$ cat src/inc/apo_pkg.sv
// Purpose: constants for the accelerometer power, offset and command register bank
// Assumes: 8-bit register bus reached through the primary serial slave front end
// Notes:   byte addresses are the printed offsets
// Behaviour
// three read-write axis trims, reset zero
// offset-add bit adds trims to samples
// power save off keeps fast clock
// power save on uses slow clock idle
// power config resets with low bits set
// read option off blocks fifo in save
// read option on allows fifo after interrupt
// enable bit 0 switches auxiliary sensor
// enable bit 2 switches accelerometer, reset zero
// command register always reads zero
// store command copies backed registers to memory
// clear command flushes fifo only
// software reset restores all defaults; code resets only trims, power_mode_config and sens_en
// primary interface behaves as bus slave
// auxiliary master fetches external sensor data
// unknown command codes are ignored
package apo_pkg;
   // ==========================================================
   // register map
   localparam logic [7:0] ADDR_X_TRIM    = 8'h71;
   localparam logic [7:0] ADDR_Y_TRIM    = 8'h72;
   localparam logic [7:0] ADDR_Z_TRIM    = 8'h73;
   localparam logic [7:0] ADDR_POWER_MODE_CONFIG  = 8'h7C;
   localparam logic [7:0] ADDR_SENS_EN   = 8'h7D;
   localparam logic [7:0] ADDR_CMD       = 8'h7E;
   // ==========================================================
   // reset values and fields
   localparam logic [7:0] RST_TRIM       = 8'h00;
   localparam logic [7:0] RST_POWER_MODE_CONFIG   = 8'h03;
   localparam logic [7:0] RST_SENS_EN    = 8'h00;
   localparam logic [7:0] MASK_POWER_MODE_CONFIG  = 8'h03;
   localparam logic [7:0] MASK_SENS_EN   = 8'h05;
   localparam logic [7:0] READ_ZERO      = 8'h00;
   localparam int         BIT_APS        = 0;
   localparam int         BIT_FSW        = 1;
   localparam int         BIT_AUX_EN     = 0;
   localparam int         BIT_ACC_EN     = 2;
   // ==========================================================
   // command codes
   localparam logic [7:0] CMD_STORE      = 8'hA0;
   localparam logic [7:0] CMD_FLUSH      = 8'hB0;
   localparam logic [7:0] CMD_SOFTRESET  = 8'hB6;
   typedef enum logic [1:0] {APO_CMD_NONE, APO_CMD_STORE, APO_CMD_FLUSH, APO_CMD_RESET} apo_cmd_t;
   typedef enum logic [1:0] {APO_AUX_IDLE, APO_AUX_REQ, APO_AUX_WAIT} apo_aux_t;
endpackage

$ cat src/inc/apo_sample_if.sv
// Purpose: carries one axis sample and trim between bank and adder
// Assumes: single clock
// Notes:   signed 16-bit samples, signed 8-bit trim
`timescale 1ns/1ns
interface apo_sample_if;
   logic signed [15:0] raw;
   logic signed [15:0] filt;
   logic signed [7:0]  trim;
   logic               add_en;
   logic signed [15:0] raw_out;
   logic signed [15:0] filt_out;
   modport bank  (output raw, filt, trim, add_en, input raw_out, filt_out);
   modport adder (input raw, filt, trim, add_en, output raw_out, filt_out);
endinterface

$ cat src/design/apo_offset_add.sv
// Purpose: adds one axis trim to raw and filtered sample
// Assumes: samples and trim are two's complement
// Notes:   saturation avoids wrap at full scale
`timescale 1ns/1ns
module apo_offset_add
   import apo_pkg::*;
(
   // clock and reset
   input  wire logic    clk,
   input  wire logic    rst_n,
   // sample path
   apo_sample_if.adder  s
);
   function automatic logic signed [15:0] sat_add(input logic signed [15:0] a,
                                                   input logic signed [7:0]  b);
      logic signed [16:0] sum;
      sum = 17'(a) + 17'(b);
      if (sum > 17'sh07FFF)
         return 16'sh7FFF;
      else if (sum < -17'sh08000)
         return -16'sh8000;
      else
         return sum[15:0];
   endfunction

   always_ff @(posedge clk or negedge rst_n) begin
      if (!rst_n) begin
         s.raw_out  <= 16'h0000;
         s.filt_out <= 16'h0000;
      end else begin
         s.raw_out  <= s.add_en ? sat_add(s.raw, s.trim) : s.raw;
         s.filt_out <= s.add_en ? sat_add(s.filt, s.trim) : s.filt;
      end
   end
endmodule

$ cat src/design/apo_regs.sv
// Purpose: power, offset and command register bank of the accelerometer
// Assumes: serial slave front end delivers one-cycle read and write strobes
// Notes:   non-volatile image kept in flops; programming sequence is outside
`timescale 1ns/1ns
module apo_regs
   import apo_pkg::*;
#(
   parameter int AXES = 3
) (
   // clock and reset
   input  wire logic                   clk,
   input  wire logic                   rst_n,
   // register access from primary slave interface
   input  wire logic                   reg_wr,
   input  wire logic                   reg_rd,
   input  wire logic [7:0]             reg_addr,
   input  wire logic [7:0]             reg_wdata,
   output logic      [7:0]             reg_rdata,
   // configuration from neighbouring registers
   input  wire logic                   offset_add_en,
   input  wire logic                   measuring,
   input  wire logic                   int_event,
   // samples in and out
   input  wire logic [AXES*16-1:0]     raw_in,
   input  wire logic [AXES*16-1:0]     filt_in,
   output logic      [AXES*16-1:0]     raw_out,
   output logic      [AXES*16-1:0]     filt_out,
   // power and fifo control
   output logic                        fast_clk_en,
   output logic                        slow_clk_sel,
   output logic                        fifo_rd_allow,
   output logic                        fifo_flush,
   output logic                        acc_on,
   output logic                        aux_on,
   // non-volatile store and reset
   output logic                        nvm_store,
   output logic      [AXES*8-1:0]      nvm_image,
   output logic                        soft_reset,
   // auxiliary sensor master
   output logic                        aux_req,
   input  wire logic                   aux_ack,
   input  wire logic [15:0]            aux_rdata,
   output logic      [15:0]            aux_data
);
   // ==========================================================
   // storage
   logic [7:0]    trim [AXES];
   logic [7:0]    power_mode_config;
   logic [7:0]    sens_en;
   logic          wake_pending;
   apo_cmd_t      cmd_dec;
   apo_aux_t      aux_state;

   function automatic apo_cmd_t decode_cmd(input logic [7:0] code);
      case (code)
         CMD_STORE:     return APO_CMD_STORE;
         CMD_FLUSH:     return APO_CMD_FLUSH;
         CMD_SOFTRESET: return APO_CMD_RESET;
         default:       return APO_CMD_NONE;
      endcase
   endfunction

   wire logic cmd_wr = reg_wr && reg_addr == ADDR_CMD;
   always_comb begin
      cmd_dec = cmd_wr ? decode_cmd(reg_wdata) : APO_CMD_NONE;
   end
   wire logic sw_rst = cmd_dec == APO_CMD_RESET;

   // ==========================================================
   // writes; software reset restores defaults in the next cycle
   always_ff @(posedge clk or negedge rst_n) begin
      if (!rst_n) begin
         for (int i = 0; i < AXES; i++) begin
            trim[i] <= RST_TRIM;
         end
      end else if (sw_rst) begin
         for (int i = 0; i < AXES; i++) begin
            trim[i] <= RST_TRIM;
         end
      end else if (reg_wr) begin
         for (int i = 0; i < AXES; i++) begin
            if (reg_addr == ADDR_X_TRIM + 8'(i))
               trim[i] <= reg_wdata;
         end
      end
   end

   always_ff @(posedge clk or negedge rst_n) begin
      if (!rst_n) begin
         power_mode_config <= RST_POWER_MODE_CONFIG;
         sens_en  <= RST_SENS_EN;
      end else if (sw_rst) begin
         power_mode_config <= RST_POWER_MODE_CONFIG;
         sens_en  <= RST_SENS_EN;
      end else if (reg_wr) begin
         if (reg_addr == ADDR_POWER_MODE_CONFIG)
            power_mode_config <= reg_wdata & MASK_POWER_MODE_CONFIG;
         if (reg_addr == ADDR_SENS_EN)
            sens_en <= reg_wdata & MASK_SENS_EN;
      end
   end

   // ==========================================================
   // read mux; reserved bits and command read zero
   always_ff @(posedge clk or negedge rst_n) begin
      if (!rst_n) begin
         reg_rdata <= READ_ZERO;
      end else if (reg_rd) begin
         case (reg_addr)
            ADDR_X_TRIM:   reg_rdata <= trim[0];
            ADDR_Y_TRIM:   reg_rdata <= trim[1];
            ADDR_Z_TRIM:   reg_rdata <= trim[2];
            ADDR_POWER_MODE_CONFIG: reg_rdata <= power_mode_config;
            ADDR_SENS_EN:  reg_rdata <= sens_en;
            ADDR_CMD:      reg_rdata <= READ_ZERO;
            default:       reg_rdata <= READ_ZERO;
         endcase
      end
   end

   // ==========================================================
   // commands: one-cycle pulses
   always_ff @(posedge clk or negedge rst_n) begin
      if (!rst_n) begin
         nvm_store  <= 1'b0;
         fifo_flush <= 1'b0;
         soft_reset <= 1'b0;
         nvm_image  <= '0;
      end else begin
         nvm_store  <= cmd_dec == APO_CMD_STORE;
         fifo_flush <= cmd_dec == APO_CMD_FLUSH;
         soft_reset <= sw_rst;
         if (cmd_dec == APO_CMD_STORE) begin
            for (int i = 0; i < AXES; i++) begin
               nvm_image[i*8 +: 8] <= trim[i];
            end
         end
      end
   end

   // ==========================================================
   // power save clocking and fifo read gating
   wire logic aps = power_mode_config[BIT_APS];
   wire logic fsw = power_mode_config[BIT_FSW];
   wire logic in_save = aps && !measuring;

   always_ff @(posedge clk or negedge rst_n) begin
      if (!rst_n) begin
         wake_pending <= 1'b0;
      end else if (int_event) begin
         wake_pending <= 1'b1; // set wins over clear
      end else if (!in_save || fifo_flush) begin
         wake_pending <= 1'b0;
      end
   end

   always_ff @(posedge clk or negedge rst_n) begin
      if (!rst_n) begin
         fast_clk_en   <= 1'b1;
         slow_clk_sel  <= 1'b0;
         fifo_rd_allow <= 1'b1;
         acc_on        <= 1'b0;
         aux_on        <= 1'b0;
      end else begin
         fast_clk_en   <= !in_save;
         slow_clk_sel  <= in_save;
         fifo_rd_allow <= !in_save || (fsw && wake_pending);
         acc_on        <= sens_en[BIT_ACC_EN];
         aux_on        <= sens_en[BIT_AUX_EN];
      end
   end

   // ==========================================================
   // auxiliary master: polls external sensor while enabled
   always_ff @(posedge clk or negedge rst_n) begin
      if (!rst_n) begin
         aux_state <= APO_AUX_IDLE;
         aux_req   <= 1'b0;
         aux_data  <= 16'h0000;
      end else begin
         case (aux_state)
            APO_AUX_IDLE: begin
               if (aux_on) begin
                  aux_state <= APO_AUX_REQ;
               end
            end
            APO_AUX_REQ: begin
               aux_req   <= 1'b1;
               aux_state <= APO_AUX_WAIT;
            end
            APO_AUX_WAIT: begin
               if (aux_ack) begin
                  aux_req   <= 1'b0;
                  aux_data  <= aux_rdata;
                  aux_state <= APO_AUX_IDLE;
               end
            end
            default: aux_state <= APO_AUX_IDLE;
         endcase
      end
   end

   // ==========================================================
   // offset adders per axis
   for (genvar g = 0; g < AXES; g++) begin : g_axis
      apo_sample_if sif ();
      assign sif.raw    = raw_in[g*16 +: 16];
      assign sif.filt   = filt_in[g*16 +: 16];
      assign sif.trim   = trim[g];
      assign sif.add_en = offset_add_en;
      assign raw_out[g*16 +: 16]  = sif.raw_out;
      assign filt_out[g*16 +: 16] = sif.filt_out;
      apo_offset_add u_add (
         .clk   (clk),
         .rst_n (rst_n),
         .s     (sif)
      );
   end
endmodule

$ cat config.mk
export PLATFORM = sky130hd
export DESIGN_NAME = apo_regs
export DESIGN_NICKNAME = d
export VERILOG_FILES = /design/src/inc/apo_pkg.sv /design/src/inc/apo_sample_if.sv /design/src/design/apo_offset_add.sv /design/src/design/apo_regs.sv
export SDC_FILE = /design/constraint.sdc
export NUM_CORES = 1
export LEC_CHECK = 0
export BUFFER_PORTS_ARGS = -buffer_cell sky130_fd_sc_hd__clkbuf_2
export CAP_MARGIN = 5
export CORE_ASPECT_RATIO = 0.75
export CORE_MARGIN = 2
export CORE_UTILIZATION = 55
export DETAILED_ROUTE_END_ITERATION = 6
export MAX_ROUTING_LAYER = met4
export PLACE_DENSITY = 0.82
export SKIP_CTS_REPAIR_TIMING = 1
export SLEW_MARGIN = 20
export SYNTH_ARGS = -nofsm -noshare
export SYNTH_HDL_FRONTEND = slang
export SYNTH_SLANG_ARGS = --single-unit
$ cat constraint.sdc
create_clock -name clk -period 3.7 [get_ports clk]
set_clock_uncertainty 0.05 [all_clocks]
set_input_delay 0.74 -clock clk [delete_from_list [all_inputs] [get_ports clk]]
set_output_delay 0.74 -clock clk [all_outputs]
set_load 0.02 [all_outputs]
==> flow_summary.yaml, run 1 <==
outcome:
  status: "complete, no violations"
sta:
  hold_viol_final: 0
  fin_setup_tns_ps: 0
  slew_viol_final: 0
  slew_headroom: 0.436
  min_period_over_period: 0.935
  max_freq_mhz: 289
  worst_pin_slew_ps: 846
  period_minus_slack_ps: 3460
  grt_setup_unrepaired: "false"
  setup_viol: 0
synthesis:
  syn_avg_cell_area_sq_um: 9.47
  seq_area_frac_synth: 0.391
  syn_nets: 1483
  synth_area_leaders: "dfrtp_1 38%, ha_1 10%, a21oi_1 4.7%"
  synth-edff-count: 0
  ys.flop_type: "dfrtp_1"
  synth-seq-cells: 184
  synth_top_area_share: 0.382
  netlist_area_sq_um: 11800
  yosysTopAreaCell: "dfrtp_1"
  synthCells: 1245
  ys_warn_count: 0
  synth.distinct_cells: 77
  synthArstFlopShare: 1.00
clocking:
  numCtsBuffers: 17
  clockBufferDepth: 2
  clockRootBuffer: "clkbuf_16"
  cts_tree: "yes"
  clkTransAtPathRegs_ps: 80
  clock-sinks: 184
  clk_latency_ps: 440
  cts.htree.levels: 4
power:
  peakVddDrop_mv: 0.247
  p_per_area_nw_per_um2: 410
  cellLeakagePower_nw: 7.23
final_layout:
  fin_nets: 1790
  stdcell_count: 1854
  area_growth_pct: 22.0
  drive_above_1_share: 0.285
  mostFrequentLayoutCells: "287 x clkbuf_2, 180 x dfrtp_1, 132 x nand2_1, 111 x a21oi_1, 99 x o21ai_0"
  fillers: 1705
  final_common_cell: "clkbuf_2"
setup_path:
  required_ps: 3980
  critPathArrivalTime_ps: 3740
  path_depth: 11
  crit_start: "g_axis[0].sif.trim[7]"
  path_max_fanout: 12
  start_kind: "flip-flop"
  r2r_start: "g_axis[0].sif.trim[7]"
  ff2ff_path_depth: 11
  critical_path_buf_inv_count: 2
  path_cells: "buf_4, ha_1, nand2_1, nor4_1, a21oi_1, o21ai_1, o31ai_1, xnor2_2, a21oi_1, buf_4, a211oi_1"
  r2r_slack_ps: 240
  crit_type: "flip-flop to flip-flop"
  max_stage_delay_ps: 590
  r2r-end: "g_axis[0].u_add.s.raw_out[6]"
  crit_path_top_delay_cell: "dfrtp_1"
  end_kind: "flip-flop"
  cp_top_family: "compound AO/OA/AOI/OAI gates"
global_routing:
  first_global_vias: 10100
  overflow: 0
  grt_max_degree: 104
  grt_pass1_wl_mm: 52.7
  antenna_found_initial: 1
  track_usage: 0.306
placed_design:
  dpl.cell_count: 1821
  post-dp-hpwl_mm: 25.6
  io_buffers: 288
  gp_congestion: 0.952
floorplanning:
  io_pins: 289
  die_y_microns: 131
  die_x_microns: 173
  initial_core_util: 0.560
  num_rows: 46
  die_area_sq_um: 22600
  core_area_sq_um: 21100
drt:
  postRouteAntennaNets: 0
  drt-initial-drc-count: 869
  firstDrtPassIters: 5
  wl_mm: 33.8
  viasPerCell: 5.80
  routed-via-count: 10700
  route.detailed.drc: 0
  wire_per_inst_microns: 18.2
run:
  cap_violations: 0
min_path:
  hold_path_class: "primary input to async pin"
==> layer usage <==
metal	up-vias	routed length (microns)	track usage
met2	468	15100	0.468
met5	-	0	-
met4	0	903	0.106
li1	5138	-	-
met1	5081	15000	0.406
met3	60	2750	0.0666
==> sequential cells by signal, summed over array words and instances (netlist names) <==
| register | flops |
|---|---|
| g_axis.u_add.s.filt_out | 48 |
| soft_reset | 1 |
| power_mode_config | 2 |
| aux_data | 16 |
| wake_pending | 1 |
| aux_on | 1 |
| fast_clk_en | 1 |
| g_axis.u_add.s.raw_out | 48 |
| g_axis.sif.trim | 24 |
| reg_rdata | 8 |
| aux_state | 2 |
| aux_req | 1 |
| nvm_store | 1 |
| acc_on | 1 |
| slow_clk_sel | 1 |
| sens_en | 2 |
| fifo_rd_allow | 1 |
| fifo_flush | 1 |
| nvm_image | 24 |
==> cell type report <==
| cell class | instances | area, sq um | share of cell area |
|---|---|---|---|
| inverters | 57 | 214 | 0.0149 |
| flip-flops and latches | 184 | 4610 | 0.320 |
| multi-input cells | 963 | 6780 | 0.472 |
| clock inverters | 15 | 194 | 0.0135 |
| diodes | 1 | 2.50 | 0.000174 |
| well taps | 288 | 360 | 0.0251 |
| clock buffers | 17 | 425 | 0.0296 |
| repair buffers | 329 | 1800 | 0.125 |
==> cell usage after synthesis, types with 6 or more instances <==
cell type,count
maj3_1,6
o21ai_0,99
nor2b_1,17
or3_1,6
dfrtp_1,180
inv_1,57
o211ai_1,9
a22o_1,8
xnor2_1,46
nand2b_1,18
o21bai_1,10
buf_2,7
nand4_1,7
clkbuf_1,28
a21o_1,17
mux2_2,43
ha_1,96
nor3_1,11
xor2_1,17
nand3_1,12
o2bb2ai_1,52
mux2i_1,6
fa_1,6
maj3_2,6
o21ai_1,6
o22ai_1,14
or2_2,8
nand2_1,132
o21a_1,17
a31oi_1,7
a21oi_1,111
nor2_1,79
a22oi_1,8
a211oi_1,13
==> worst max path at each step <==
stage / endpoint
after global routing: g_axis[2].u_add.s.filt_out[14]
after CTS: g_axis[0].u_add.s.raw_out[4]
after detailed placement: g_axis[1].u_add.s.raw_out[0]
after global placement: g_axis[1].u_add.s.raw_out[2]
after floorplan: g_axis[1].u_add.s.raw_out[0]
final: g_axis[0].u_add.s.raw_out[6]
==> per-stage QoR <==
stage	instance area (sq um)	setup slack, ps	total power, mW	hold WS [ps]	util
after floorplan	11800	478	3.44	314	-
final	14400	240	5.90	307	0.683
after CTS	14400	284	5.92	345	0.683
after global placement	13800	257	3.99	331	0.653
after detailed placement	13800	119	4.03	328	0.653
after global routing	14400	82.8	6.20	363	0.683
==> kinds of logic (layout without fill, tap and decap cells) <==
group,Yosys count,count (layout),share of synthesized area
AO/OA/AOI/OAI,409,409,0.226
adder cells (fa/ha/maj),114,114,0.123
AND/OR/NAND/NOR,323,323,0.127
buffers and inverters,98,418,0.0339
XOR/XNOR,65,65,0.0496
other,0,1,0
flip-flops,184,184,0.391
multiplexers,52,52,0.0500
==> power breakdown <==
part	internal, mW	switching [mW]	leakage, nW
combinational	0.674	0.996	4.61
sequential	2.22	0.115	2.32
clock	0.927	0.965	0.299
total	3.82	2.08	7.23
(Power assumes the default switching activity.)
==> run 2: changes to the inputs <==
REMOVE_ABC_BUFFERS = 1   (was unset)
clock period = 3.9 ns   (was 3.7 ns; I/O delays follow)
==> run 2 against run 1 <==
  * Power decreased by 5.7%
  * Core utilization decreased by 0.59 points
  * Design area decreased by 0.86%
  * Worst hold slack improved by 29 ps
  * Via count decreased by 0.37%
  * Combinational power decreased by 7%
  * Non-clock buffer count decreased by 16
  * First-iteration DRC count increased by 5.8%
==> flow_summary.yaml, run 2 (same netlist as run 1, synthesis figures left out) <==
sta:
  max_freq_mhz: 282
  grt_setup_unrepaired: "false"
  worst_pin_slew_ps: 776
  holdWs_ps: 336
  setup_viol: 0
  slew_headroom: 0.482
  min_period_over_period: 0.909
  hold_viol_final: 0
  fin_setup_tns_ps: 0
  period_minus_slack_ps: 3540
  slew_viol_final: 0
global_routing:
  overflow: 0
  first_global_vias: 10000
  track_usage: 0.301
  antenna_found_initial: 2
  grt_pass1_wl_mm: 52.2
  grt_max_degree: 85
final_layout:
  final_common_cell: "clkbuf_2"
  area_growth_pct: 20.9
  utilization: 0.677
  final_area_sq_um: 14300
  mostFrequentLayoutCells: "287 x clkbuf_2, 180 x dfrtp_1, 132 x nand2_1, 111 x a21oi_1, 99 x o21ai_0"
  largest_registers: "g_axis.u_add.s.filt_out x48, g_axis.u_add.s.raw_out x48"
  drive_above_1_share: 0.278
  fin_nets: 1774
power:
  cellLeakagePower_nw: 7.15
  power_mw: 5.56
  peakVddDrop_mv: 0.275
  p_per_area_nw_per_um2: 390
drt:
  wire_per_inst_microns: 18.1
  drt-initial-drc-count: 919
  wl_mm: 33.4
  route.detailed.drc: 0
  postRouteAntennaNets: 0
  firstDrtPassIters: 5
  viasPerCell: 5.82
  routed-via-count: 10700
setup_path:
  r2r_start: "g_axis[1].sif.trim[0]"
  end_kind: "flip-flop"
  r2r_slack_ps: 360
  critPathArrivalTime_ps: 3860
  ff2ff_path_depth: 12
  required_ps: 4220
  crit_type: "flip-flop to flip-flop"
  r2r-end: "g_axis[1].u_add.s.raw_out[13]"
  start_kind: "flip-flop"
  path_max_fanout: 22
floorplanning:
  io_pins: 289
  core_area_sq_um: 21100
  die_y_microns: 131
  initial_core_util: 0.560
  num_rows: 46
  die_area_sq_um: 22600
  die_x_microns: 173
placed_design:
  post-dp-hpwl_mm: 25.2
  place_area_sq_um: 13600
  gp_congestion: 0.928
  io_buffers: 288
clocking:
  cts.htree.levels: 4
  numCtsBuffers: 17
  clkTransAtPathRegs_ps: 80
  clock-sinks: 184
  clk_latency_ps: 430
  cts_tree: "yes"
  clockRootBuffer: "clkbuf_16"
  clockBufferDepth: 2
min_path:
  hold_path_class: "primary input to async pin"
run:
  cap_violations: 0
outcome:
  status: "complete, no violations"
==> run 2: critical path, cell delays in order, from the launching register on <==
cell and delay, ps:
dfrtp_1 510, ha_1 220, inv_1 60, fa_1 390, nor2b_1 170, o21ai_2 90, a21boi_1 250, or4_4 180
nand2_2 70, o31ai_2 330, o21a_1 690, maj3_2 330, mux2_2 140
==> run 2: where the power goes <==
| group | internal, mW | switching [mW] | total (mW) |
|---|---|---|---|
| sequential | 2.11 | 0.111 | 2.22 |
| clock | 0.924 | 0.862 | 1.79 |
| combinational | 0.616 | 0.942 | 1.56 |
| total | 3.65 | 1.92 | 5.56 |
==> run 2: layout make-up <==
type | instances | area [sq um]
antenna | 2 | 5.00
clock buffer | 17 | 425
clock inverter | 15 | 184
fill | 1749 | 6810
inverter | 57 | 214
multi-input combinational | 963 | 6790
sequential | 184 | 4610
tap | 288 | 360
timing repair buffer | 313 | 1680
==> run 2: how the worst max path moves through the flow <==
stage,start,to,cells past startpoint
2_1_floorplan,filt_in[17],g_axis[1].u_add.s.filt_out[14],10
3_3_place_gp,raw_in[32],g_axis[2].u_add.s.raw_out[13],13
3_5_place_dp,raw_in[41],g_axis[2].u_add.s.raw_out[3],11
4_1_cts,g_axis[2].sif.trim[7],g_axis[2].u_add.s.raw_out[3],10
5_1_grt,g_axis[1].sif.trim[0],g_axis[1].u_add.s.raw_out[12],12
6_report,g_axis[1].sif.trim[0],g_axis[1].u_add.s.raw_out[13],12
==> run 2: through the flow <==
stage / cells / setup slack (ps)
final: 1839 / 356
after global routing: 1839 / 164
after CTS: 1837 / 236
after detailed placement: 1805 / 6.80
after global placement: 1805 / 176
after floorplan: 1204 / 501
==> run 2: layer usage <==
layer / GRT usage / share of wire / wire length, microns / vias up
li1: - / - / - / 5097
met1: 0.428 / 0.46 / 15400 / 5104
met2: 0.438 / 0.43 / 14400 / 456
met3: 0.0573 / 0.080 / 2660 / 50
met4: 0.0902 / 0.025 / 822 / 0
met5: - / 0 / 0 / -
